### config.mk
export PLATFORM = sky130hd
export DESIGN_NAME = pmcbp_port
export DESIGN_NICKNAME = d
export VERILOG_FILES = /design/src/rtl/pmcbp_pkg.sv /design/src/rtl/pmcbp_sync.sv /design/src/rtl/pmcbp_port.sv
export SDC_FILE = /design/constraint.sdc
export NUM_CORES = 1
export LEC_CHECK = 0
export BUFFER_PORTS_ARGS = -buffer_cell sky130_fd_sc_hd__buf_4
export CAP_MARGIN = 15
export CORE_UTILIZATION = 40
export DETAILED_ROUTE_END_ITERATION = 10
export RECOVER_POWER = 50
export SKIP_LAST_GASP = 1
export SYNTH_ARGS = -nofsm -noshare
export SYNTH_HDL_FRONTEND = slang
export SYNTH_SLANG_ARGS = --single-unit
### constraint.sdc
create_clock -name clk_sys -period 29.8 [get_ports clk_sys]
set_input_delay 2.98 -clock clk_sys [delete_from_list [all_inputs] [get_ports clk_sys]]
set_output_delay 2.98 -clock clk_sys [all_outputs]
set_load 0.02 [all_outputs]
### src/rtl/pmcbp_pkg.sv
// Package for the management control bus port: sizes, register indices and timing
package pmcbp_pkg;
   localparam int unsigned REG_COUNT = 64;
   localparam int unsigned ADDR_W = 6;
   localparam int unsigned DATA_W = 8;
   localparam logic [5:0] IRQ_COND_ADDR = 6'h02;
   localparam logic [5:0] IRQ_MASK_ADDR = 6'h03;
   localparam int unsigned PARITY_ERR_BIT = 0;
   localparam logic [7:0] REG_RESET = 8'h00;
   localparam logic [7:0] IRQ_MASK_RESET = 8'h00;
   localparam int unsigned ACCESS_CYCLES = 2;
   typedef enum logic [1:0] {
      PMCBP_IDLE,
      PMCBP_WAIT,
      PMCBP_ACK
   } pmcbp_state_t;
endpackage : pmcbp_pkg

### src/rtl/pmcbp_sync.sv
// Two-flop synchroniser for one asynchronous bus input line
`timescale 1ns/1ps
`default_nettype none
module pmcbp_sync #(
   parameter logic RESET_VAL = 1'b0
) (
   input wire logic clk_sys,
   input wire logic rst,
   input wire logic ce,
   input wire logic din,
   output logic dout
);
   logic meta_ff;
   logic sync_ff;
   always_ff @(posedge clk_sys or posedge rst) begin
      if (rst) begin
         meta_ff <= RESET_VAL;
         sync_ff <= RESET_VAL;
      end else if (ce) begin
         meta_ff <= din;
         sync_ff <= meta_ff;
      end
   end
   assign dout = sync_ff;
endmodule : pmcbp_sync
`default_nettype wire

### src/rtl/pmcbp_port.sv
// Management control bus port with register file, parity check and interrupt output
`timescale 1ns/1ps
`default_nettype none
module pmcbp_port
   import pmcbp_pkg::*;
(
   input wire logic clk_sys,
   input wire logic rst,
   input wire logic ce,
   input wire logic sel_n,
   input wire logic rd_wr,
   input wire logic [5:0] reg_addr,
   input wire logic [7:0] bus_data_in,
   input wire logic bus_parity_in,
   input wire logic [7:0] irq_event,
   output logic [7:0] bus_data_out,
   output logic bus_parity_out,
   output logic bus_oe_n,
   output logic ack_oe_n,
   output logic irq_oe_n
);
   logic sel_n_s;
   logic rd_wr_s;
   logic [5:0] addr_s;
   logic [7:0] data_s;
   logic parity_s;
   logic [7:0] regs_ff [REG_COUNT];
   logic [7:0] irq_cond_ff;
   logic [7:0] irq_mask_ff;
   pmcbp_state_t state_ff;
   pmcbp_state_t nxt_state;
   logic [1:0] wait_ff;
   logic [1:0] nxt_wait;
   logic [7:0] bus_data_out_ff;
   logic bus_parity_out_ff;
   logic bus_oe_n_ff;
   logic ack_oe_n_ff;
   logic irq_oe_n_ff;

   // Every bus pin is asynchronous to clk_sys
   pmcbp_sync #(.RESET_VAL(1'b1)) u_sel (.clk_sys(clk_sys), .rst(rst), .ce(ce),
      .din(sel_n), .dout(sel_n_s));
   pmcbp_sync #(.RESET_VAL(1'b1)) u_rw (.clk_sys(clk_sys), .rst(rst), .ce(ce),
      .din(rd_wr), .dout(rd_wr_s));
   pmcbp_sync #(.RESET_VAL(1'b0)) u_par (.clk_sys(clk_sys), .rst(rst), .ce(ce),
      .din(bus_parity_in), .dout(parity_s));
   genvar gi;
   generate
      for (gi = 0; gi < 6; gi++) begin : g_addr
         pmcbp_sync #(.RESET_VAL(1'b0)) u_a (.clk_sys(clk_sys), .rst(rst), .ce(ce),
            .din(reg_addr[gi]), .dout(addr_s[gi]));
      end
      for (gi = 0; gi < 8; gi++) begin : g_data
         pmcbp_sync #(.RESET_VAL(1'b0)) u_d (.clk_sys(clk_sys), .rst(rst), .ce(ce),
            .din(bus_data_in[gi]), .dout(data_s[gi]));
      end
   endgenerate

   wire wait_done = (wait_ff == 2'(ACCESS_CYCLES - 1));
   wire access = (state_ff == PMCBP_WAIT) && wait_done && !sel_n_s;
   wire is_read = access && rd_wr_s;
   wire is_write = access && !rd_wr_s;
   wire parity_ok = ^{data_s, parity_s};
   wire write_ok = is_write && parity_ok;
   wire parity_bad = is_write && !parity_ok;
   wire hit_cond = (addr_s == IRQ_COND_ADDR);
   wire hit_mask = (addr_s == IRQ_MASK_ADDR);
   wire [7:0] rd_byte = hit_cond ? irq_cond_ff : (hit_mask ? irq_mask_ff : regs_ff[addr_s]);
   wire rd_parity = ~^rd_byte;
   wire [7:0] err_vec = parity_bad ? (8'h01 << PARITY_ERR_BIT) : 8'h00;
   // Writing one clears a condition; new events win over the clear
   wire [7:0] cond_clr = (write_ok && hit_cond) ? data_s : 8'h00;
   wire [7:0] nxt_cond = (irq_cond_ff & ~cond_clr) | irq_event | err_vec;
   // The pin follows the mask as it will stand after this edge
   wire [7:0] nxt_mask = (write_ok && hit_mask) ? data_s : irq_mask_ff;
   wire nxt_irq_n = ~|(nxt_cond & ~nxt_mask);

   always_comb begin
      nxt_state = state_ff;
      nxt_wait = wait_ff;
      case (state_ff)
         PMCBP_IDLE: begin
            nxt_wait = 2'h0;
            if (!sel_n_s) begin
               nxt_state = PMCBP_WAIT;
            end
         end
         PMCBP_WAIT: begin
            if (sel_n_s) begin
               nxt_state = PMCBP_IDLE;
            end else if (wait_done) begin
               nxt_state = PMCBP_ACK;
            end else begin
               nxt_wait = wait_ff + 2'h1;
            end
         end
         PMCBP_ACK: begin
            if (sel_n_s) begin
               nxt_state = PMCBP_IDLE;
            end
         end
         default: nxt_state = PMCBP_IDLE;
      endcase
   end

   always_ff @(posedge clk_sys or posedge rst) begin
      if (rst) begin
         state_ff <= PMCBP_IDLE;
         wait_ff <= 2'h0;
      end else if (ce) begin
         state_ff <= nxt_state;
         wait_ff <= nxt_wait;
      end
   end

   // Plain register storage
   always_ff @(posedge clk_sys or posedge rst) begin
      if (rst) begin
         regs_ff <= '{default: REG_RESET};
      end else if (ce && write_ok && !hit_cond && !hit_mask) begin
         regs_ff[addr_s] <= data_s;
      end
   end

   // Interrupt conditions, mask and pin
   always_ff @(posedge clk_sys or posedge rst) begin
      if (rst) begin
         irq_cond_ff <= 8'h00;
         irq_mask_ff <= IRQ_MASK_RESET;
         irq_oe_n_ff <= 1'b1;
      end else if (ce) begin
         irq_cond_ff <= nxt_cond;
         irq_oe_n_ff <= nxt_irq_n;
         if (write_ok && hit_mask) begin
            irq_mask_ff <= data_s;
         end
      end
   end

   // Read data, bus drivers and acknowledge
   always_ff @(posedge clk_sys or posedge rst) begin
      if (rst) begin
         bus_data_out_ff <= 8'h00;
         bus_parity_out_ff <= 1'b0;
         bus_oe_n_ff <= 1'b1;
         ack_oe_n_ff <= 1'b1;
      end else if (ce) begin
         if (is_read) begin
            bus_data_out_ff <= rd_byte;
            bus_parity_out_ff <= rd_parity;
            bus_oe_n_ff <= 1'b0;
         end else if (sel_n_s) begin
            bus_oe_n_ff <= 1'b1;
         end
         ack_oe_n_ff <= !(nxt_state == PMCBP_ACK);
      end
   end

   assign bus_data_out = bus_data_out_ff;
   assign bus_parity_out = bus_parity_out_ff;
   assign bus_oe_n = bus_oe_n_ff;
   assign ack_oe_n = ack_oe_n_ff;
   assign irq_oe_n = irq_oe_n_ff;

   a_ack_holds_sel: assert property (@(posedge clk_sys) disable iff (rst)
      ce && !ack_oe_n_ff && !sel_n_s |=> !ack_oe_n_ff)
      else $error("ack released while select low");
   a_ack_needs_sel: assert property (@(posedge clk_sys) disable iff (rst)
      ce && sel_n_s && ack_oe_n_ff |=> ack_oe_n_ff)
      else $error("ack raised without select");
   a_ack_drops_end: assert property (@(posedge clk_sys) disable iff (rst)
      ce && !ack_oe_n_ff && sel_n_s |=> ack_oe_n_ff)
      else $error("ack not released after select high");
   a_read_drive_on: assert property (@(posedge clk_sys) disable iff (rst)
      ce && !ack_oe_n_ff && rd_wr_s && !sel_n_s |-> !bus_oe_n_ff)
      else $error("read data not driven during ack");
   a_read_parity_odd: assert property (@(posedge clk_sys) disable iff (rst)
      !bus_oe_n_ff |-> ^{bus_data_out_ff, bus_parity_out_ff})
      else $error("read parity not odd");
   a_bad_par_flag: assert property (@(posedge clk_sys) disable iff (rst)
      ce && parity_bad |=> irq_cond_ff[PARITY_ERR_BIT])
      else $error("parity error flag not set");
   a_bad_par_keep: assert property (@(posedge clk_sys) disable iff (rst)
      ce && parity_bad && !hit_cond && !hit_mask |=> regs_ff[$past(addr_s)] == $past(rd_byte))
      else $error("register written despite bad parity");
   a_irq_level: assert property (@(posedge clk_sys) disable iff (rst)
      ce |=> irq_oe_n_ff == ~|(irq_cond_ff & ~irq_mask_ff))
      else $error("interrupt pin does not match masked conditions");
   a_bus_off_idle: assert property (@(posedge clk_sys) disable iff (rst)
      ce && sel_n_s |=> bus_oe_n_ff)
      else $error("bus driven with select high");
   a_write_stores: assert property (@(posedge clk_sys) disable iff (rst)
      ce && write_ok && !hit_cond && !hit_mask |=> regs_ff[$past(addr_s)] == $past(data_s))
      else $error("good write not stored");
   a_ack_on_access: assert property (@(posedge clk_sys) disable iff (rst)
      ce && access |=> !ack_oe_n_ff)
      else $error("no acknowledge after access");
   a_bus_off_write: assert property (@(posedge clk_sys) disable iff (rst)
      ce && is_write |=> bus_oe_n_ff)
      else $error("bus driven during write");
   c_read: cover property (@(posedge clk_sys) disable iff (rst) ce && is_read);
   c_write: cover property (@(posedge clk_sys) disable iff (rst) ce && write_ok);
   c_bad_parity: cover property (@(posedge clk_sys) disable iff (rst) ce && parity_bad);
   c_irq: cover property (@(posedge clk_sys) disable iff (rst) !irq_oe_n_ff);
   c_ack_release: cover property (@(posedge clk_sys) disable iff (rst)
      ce && !ack_oe_n_ff && sel_n_s);
endmodule : pmcbp_port
`default_nettype wire

==> results of run 1 <==
[registers in the layout, summed over array words and instances (netlist names), 2 cells and up]
name	cells
bus_data_out	8
wait_ff	2
irq_mask_ff	8
g_addr.u_a.dout	6
g_addr.u_a.meta_ff	6
state_ff	2
g_data.u_d.dout	8
irq_cond_ff	8
regs_ff	508
g_data.u_d.meta_ff	8
[synth_stat cells (all sizes together), types with 5 or more instances]
library cell and count:
a21oi 27, a221o 5, a221oi 50, a222oi 8, a22o 20, a22oi 35, a31oi 10, and3b 5
buf 59, clkbuf 87, dfrtp 567, dfstp 7, inv 15, mux2 574, mux2i 58, mux4 30
nand2 88, nand3 18, nand4 5, nor2 109, nor2b 6, nor3 9, o211ai 8, o21ai 68
o221ai 5, o22ai 15, o2bb2ai 9, xnor2 5
[final timing paths]
path                                                start                             end  cells past startpoint
max reg2reg                g_addr[2].u_a.dout$_DFFE_PP0P_      bus_parity_out$_DFFE_PP0P_                     11
max                                                   rst         regs_ff[24]$_DFFE_PP0P_                      3
min in group asynchronous                             rst  g_data[0].u_d.dout$_DFFE_PP0P_                      2
min                              regs_ff[488]$_DFFE_PP0P_        regs_ff[488]$_DFFE_PP0P_                      0
min reg2reg                      regs_ff[488]$_DFFE_PP0P_        regs_ff[488]$_DFFE_PP0P_                      0
max in group clk_sys                                   ce        regs_ff[100]$_DFFE_PP0P_                      5
[cell type report]
cell class | instances | share of cell area [%]
sequential | 574 | 48.7
multi-input combinational | 1231 | 38.4
clock buffer | 104 | 6.98
tap | 855 | 3.62
timing repair buffer | 76 | 1.71
clock inverter | 12 | 0.372
inverter | 16 | 0.207
antenna | 1 | 0.00846
[power by group]
group          leakage, nW  total (mW)  internal, mW  switching, mW
Clock                 1.08       0.813         0.491          0.322
Combinational         4.83       0.223        0.0619          0.161
Sequential            7.85       0.820         0.799         0.0212
[kinds of logic after synthesis]
family                     Yosys count  synth area share (%)
AOI/OAI and AO/OA                  292                  8.03
DFF                                574                  54.3
buffers and inverters              162                  2.93
muxes                              662                  29.3
xor gates and xnor gates            12                 0.553
adders and majority gates            1                0.0472
and+or+nand+nor                    264                  4.91
[critical path, stage by stage]
cell	delay, ns
clkbuf_4	0.11
clkinvlp_2	2.62
clkbuf_1	6.68
[per-stage QoR]
step	setup WS [ns]	power, mW
after floorplan	10.77	0.965
after global placement	24.24	1.05
after detailed placement	24.15	1.06
after CTS	24.61	1.87
after global routing	12.80	1.91
final	15.23	1.86
[per-layer routing]
metal / vias up / routed length [um] / track usage [%] / share of wire (%)
li1: 7240 / - / - / -
met1: 9180 / 34400 / 33.0 / 44
met2: 658 / 36000 / 37.0 / 46
met3: 165 / 5290 / 4.78 / 6.8
met4: 0 / 2280 / 7.06 / 2.9
met5: - / 0 / 0 / 0
==> results by group, run 1 <==
CTS
  – Hold bufs inserted after CTS: 0
  – Clk_lat worst skew: around 0.61 ns
  – Htree depth: 3
  – Worst-path clk slew: roughly 0.060 ns
  – Clk sink count: between 500 and 600
  – Clock buffer depth: 3
  – Setup bufs post-CTS: 0
  – CTS resizes: 0
  – CTS Root Cell: clkbuf_16
  – Inserted Clock Buffers: 66
  – CTS tree: built

STA
  – Clk_skew: around 0.021 ns
  – Final min period: 14.57 ns
  – Fin. Hold Viols: 0
  – Fin crit share: between 40% and 50%
  – RSZ-0062 raised after global routing: false
  – Worst hold margin: between 0.3 and 0.4 ns
  – Worst Tran Pin Value: between 9 and 10 ns
  – Finish-stage setup viols: 0
  – Total negative setup slack: 0 ns
  – Worst slew margin: -539%
  – Achievable frequency: between 0.06 and 0.07 GHz
  – Final Max Tran Viols: between 500 and 600

Final layout
  – Most common cell after layout, fill and taps aside: mux2_2
  – Utilization after layout: 45.5%
  – Storage cell area: ~14000 um^2
  – Fin area: roughly 30000 um^2
  – Fillers: between 5000 and 6000
  – Multi-input logic area: between 10000 and 15000 um^2
  – Area delta synth->final: 11.6%
  – Commonest non-fill, non-tap cells in the layout: mux2_2, dfrtp_1, nand2_1, clkbuf_16, o21ai_0
  – Layout cells sized above 1: 41.6%
  – # nets final: 1994
  – Final std cells w/o fill: approximately 2900

Setup path
  – Kind of end point of the critical path: async pin
  – Worst setup SP type: input pin
  – Critical path arrival: roughly 13 ns
  – Largest fanout on the critical path: 179
  – Required @ worst endpoint: roughly 28 ns
  – CP Class: input pin to async pin
  – R2R setup slack: ~24 ns

Drt
  – Iteration-0 DRC Markers: ~1700
  – DRT Pass-1 Iters: 6
  – Drt via density: between 6 and 7
  – Routed WL per cell: 27.2 um
  – WL final: around 78000 um
  – Vias: 17200
  – Final ANT Viol Nets: 0
  – DRC: 0

Synth
  – Number of synthesized flops with an enable pin: 0
  – Register area share after synthesis: approximately 54%
  – Post-synth ARST share: 100%
  – Yosys top cell area share: a little over half
  – Net Count, Synth: between 1500 and 2000
  – Post-Syn Area: approximately 26000 um^2
  – Distinct cell type count after synthesis: between 70 and 80
  – Seq cells post-synth: approximately 570
  – Avg Synthesized Cell Area: about 13 um^2
  – Top cells by area, synth: dfrtp_1, mux2_2, mux2i_1
  – Cells after Synth: between 1500 and 2000
  – Yosys warning count: 0
  – Top_reg_cell synth: dfrtp_1
  – Post-synth top area cell: dfrtp_1

Floorplanning
  – DIE AREA: about 67000 um^2
  – Starting density of the core: between 40 and 50%
  – Row cnt: between 90 and 100
  – # IOs: 40
  – Core box area: between 60000 and 70000 um^2
  – Die W: between 200 and 300 um
  – Die H: approximately 260 um

Power and ir drop
  – Pwr/cell area: approximately 63 nW/um^2
  – Worst IR Drop VDD: between 0.00002 and 0.00003 V
  – Leakage power: 13.8 nW

Hold path
  – Hold Path Class: flop to flop

Place
  – Placed cell count: about 2800
  – I/O Buffers: 39
  – Post-DP Area: roughly 27000 um^2
  – DP HPWL: approximately 49000 um
  – Gpl congestion: ~0.93

Status
  – Status: finished with violations
  – Failing checks: max-capacitance violations, max-slew violations

GRT
  – First-pass GRT wire length: around 120000 um
  – Overall Global Routing Usage: roughly a quarter
  – Vias in the first global route: roughly 18000
  – Largest net degree at the start of global routing: between 150 and 200
  – GRT Residual Overflow: 0
  – Initial antenna violation count: 0

Run
  – Max-Cap Viols: 6
Note: power is estimated with default switching activity, not from simulation.
==> inputs of run 2 (changes only) <==
--- a/config.mk
+++ b/config.mk
@@ -5,6 +5,7 @@
 export SDC_FILE = /design/constraint.sdc
 export NUM_CORES = 1
 export LEC_CHECK = 0
+export ABC_AREA = 1
 export BUFFER_PORTS_ARGS = -buffer_cell sky130_fd_sc_hd__buf_4
 export CAP_MARGIN = 15
 export CORE_UTILIZATION = 40
==> constraint.sdc (replaced) <==
create_clock -name clk_sys -period 14.05 [get_ports clk_sys]
set_input_delay 1.405 -clock clk_sys [delete_from_list [all_inputs] [get_ports clk_sys]]
set_output_delay 1.405 -clock clk_sys [all_outputs]
set_load 0.02 [all_outputs]
==> results by group, run 2 <==
Synth
  – Post-synth top area cell: dfrtp_1
  – Yosys top cell area share: 52.5% (-1.1 points)
  – Number of synthesized flops with an enable pin: 0 (unchanged)
  – Net Count, Synth: 3559 (+78%)
  – Top_reg_cell synth: dfrtp_1
  – Top cells by area, synth: dfrtp_1, nand2_1, o21ai_0
  – Avg Synthesized Cell Area: 7.67 um^2 (-43%)
  – Seq cells post-synth: 575 (+0.17%)
  – Post-synth ARST share: 100% (unchanged)
  – Distinct cell type count after synthesis: 32 (-56%)
  – Synth top cells by count: nand2_1, o21ai_0, dfrtp_1
  – Post-Syn Area: 27100 um^2 (+2.3%)
  – Register area share after synthesis: 53.2% (-1.1 points)
  – Count leader, synth: nand2_1
  – Cells after Synth: 3530 (+79%)
  – Yosys warning count: 0 (unchanged)

GRT
  – GRT Residual Overflow: 0 (unchanged)
  – Vias in the first global route: 20900 (+17%)
  – First-pass GRT wire length: 125000 um (+4.9%)
  – Overall Global Routing Usage: 23.0% (-0.67 points)
  – Initial antenna violation count: 0 (unchanged)
  – Largest net degree at the start of global routing: 178 (-1.1%)

CTS
  – CTS tree: built
  – Inserted Clock Buffers: 61 (-7.6%)
  – Clk sink count: 575 (+0.17%)
  – Hold bufs inserted after CTS: 0 (unchanged)
  – CTS Root Cell: clkbuf_16
  – Clock buffer depth: 3 (unchanged)
  – Clk_lat worst skew: 0.65 ns (+0.04 ns)
  – Setup bufs post-CTS: 0 (unchanged)
  – Htree depth: 2 (-1)
  – CTS resizes: 0 (unchanged)
  – Worst-path clk slew: 0.06 ns (about the same)

Final layout
  – Layout cells sized above 1: 6.89% (-35 points)
  – Most common cell after layout, fill and taps aside: nand2_1
  – Commonest non-fill, non-tap cells in the layout: nand2_1, o21ai_0, dfrtp_1, inv_1, nor2_1
  – Largest register by flop count: regs_ff
  – Largest register FFs: 509 (+0.20%)
  – Area delta synth->final: 10.7%
  – # nets final: 3472 (+74%)
  – Final std cells w/o fill: 4370 (+52%)

Power and ir drop
  – Sw Pwr: 1.17 mW (+130%)
  – Worst IR Drop VDD: 0.0000997 V (+260%)
  – Int Pwr: 2.85 mW (+110%)
  – Leakage power: 14.2 nW (+3.2%)
  – Switch share: 29.0% (+1.9 points)
  – Clock network power share: 42.6% (-1.2 points)
  – Pwr/cell area: 134 nW/um^2 (+110%)
  – Flop pwr share: 43.8% (-0.4 points)
  – Combinational power share: 13.6% (+1.6 points)

Setup path
  – Required @ worst endpoint: 14.09 ns (-14.00 ns)
  – Max stage delay on crit path: 2.36 ns (-4.32 ns)
  – CP Class: input pin to async pin
  – Critical path cell sequence: clkbuf_1 -> clkinvlp_2 -> clkbuf_1 -> clkbuf_1
  – RR Endpoint: bus_parity_out$_DFFE_PP0P_
  – R2R setup slack: 9.32 ns (-15.06 ns)
  – Largest fanout on the critical path: 59 (-67%)
  – Worst setup SP type: input pin
  – Reg2Reg Depth: 21 (+10)
  – Cell mode on critical path: clkbuf_1
  – Slowest CP cell: clkbuf_1
  – Critical path arrival: 7.19 ns (-5.67 ns)
  – Worst R2R Start: g_addr[0].u_a.dout$_DFFE_PP0P_
  – Kind of end point of the critical path: async pin

Drt
  – Routed WL per cell: 18.0 um (-34%)
  – DRC: 4 (+4)
  – Vias: 22400 (+30%)
  – Iteration-0 DRC Markers: 2189 (+26%)
  – Drt via density: 5.13 (-15%)
  – Final ANT Viol Nets: 0 (unchanged)
  – DRT Pass-1 Iters: 9 (+3)
  – WL final: 78900 um (+1.1%)

STA
  – Fin. Hold Viols: 0 (unchanged)
  – Worst setup margin: 6.89 ns (-8.33 ns)
  – Final Max Tran Viols: 260 (-56%)
  – Worst Tran Pin Value: 3.18 ns (-6.40 ns)
  – RSZ-0062 raised after global routing: false
  – Total negative setup slack: 0 ns (unchanged)
  – Worst slew margin: -112% (+430 points)
  – Clk_skew: 0.0377 ns (+0.0166 ns)
  – Fin crit share: between 50% and 60%
  – Finish-stage setup viols: 0 (unchanged)
  – Final min period: between 7 and 8 ns
  – Achievable frequency: 0.140 GHz

Hold path
  – Hold Path End: regs_ff[480]$_DFFE_PP0P_
  – Worst hold path depth: 0 (unchanged)
  – Hold Path Class: flop to flop
  – Hold Startpoint: regs_ff[480]$_DFFE_PP0P_

Floorplanning
  – Row cnt: 95 (+2.2%)
  – Die H: 262 um (+1.1%)
  – # IOs: 40 (unchanged)
  – Starting density of the core: 40.4% (-0.39 points)
  – Core box area: 67000 um^2 (+3.2%)
  – Die W: 262 um (+1.1%)
  – DIE AREA: 68800 um^2 (+2.2%)

Place
  – DP HPWL: 48600 um (about the same)
  – Dpl ws: 9.44 ns (-14.70 ns)
  – I/O Buffers: 39 (unchanged)
  – Placed cell count: 4252 (+55%)
  – Gpl congestion: 0.894 (-3.8%)

Status
  – Failing checks: design-rule violations, max-capacitance violations, max-slew violations
  – Status: finished with violations

Run
  – Max-Cap Viols: 5 (-1)
## run 2: cell count changes in the layout (fill, tap and decap cells not counted), sizes merged, moves of 37 or more
cell and delta:
o21ai +596, inv +333, nand3 +134, mux2 -574, a221oi -50, mux2i -58, nor2 +133, nand2 +1114
o211ai +37
## run 2: how the worst max path moves through the flow
stage	depth (start not counted)	endpoint	start
finish	4	regs_ff[218]$_DFFE_PP0P_	rst
global route	4	regs_ff[218]$_DFFE_PP0P_	rst
CTS	21	bus_parity_out$_DFFE_PP0P_	g_addr[0].u_a.dout$_DFFE_PP0P_
detailed placement	21	bus_parity_out$_DFFE_PP0P_	g_addr[0].u_a.dout$_DFFE_PP0P_
global placement	21	bus_parity_out$_DFFE_PP0P_	g_addr[0].u_a.dout$_DFFE_PP0P_
floorplan	1	bus_data_out[0]$_DFFE_PP0P_	rst
## run 2: power groups by stage
stage          registers [mW]  logic, mW  clock network, mW
3_5_place_dp             1.79      0.552                  0
2_1_floorplan            1.78      0.353                  0
4_1_cts                  1.76      0.554               1.74
3_3_place_gp             1.79      0.552                  0
5_1_grt                  1.76      0.602               1.79
6_report                 1.76      0.545               1.71
## run 2: critical path: cells and delay by family
kind	cells	cell delay [ns]
buffers and inverters	4	5.66
## run 2: layout make-up
| class | count | area, um^2 |
|---|---|---|
| Fill cell | 6777 | 37100 |
| Sequential cell | 575 | 14400 |
| Multi-Input combinational cell | 2383 | 10500 |
| Clock buffer | 87 | 1800 |
| Inverter | 346 | 1310 |
| Tap cell | 873 | 1090 |
| Timing Repair Buffer | 76 | 569 |
| Clock inverter | 29 | 340 |
| Antenna cell | 1 | 2.50 |
## run 2: metrics by stage
step	hold WS, ns	power (mW)	utilization (%)	instance area, um^2
detailed placement	0.363	2.34	41.7	27900
global placement	0.360	2.34	41.6	27900
floorplan	0.422	2.13	-	27100
CTS	0.377	4.05	44.8	30100
global route	0.387	4.16	44.7	30000
finish	0.373	4.01	44.7	30000
## run 2: kinds of logic after synthesis
kind of cell               share of synthesized area, %
and+or+nand+nor                                    24.5
AOI/OAI and AO/OA                                  13.9
DFF                                                53.2
buffers and inverters                              8.20
xor gates and xnor gates                          0.259
adders and majority gates                        0.0462
## run 2: layer usage
| metal | part of all wire [%] | vias to the layer above | global-route usage, % |
|---|---|---|---|
| met5 | 0 | - | 0 |
| met4 | 2.7 | 0 | 6.68 |
| met3 | 5.6 | 133 | 2.77 |
| met2 | 45 | 588 | 36.2 |
| met1 | 46 | 10700 | 33.2 |
| li1 | - | 10900 | - |
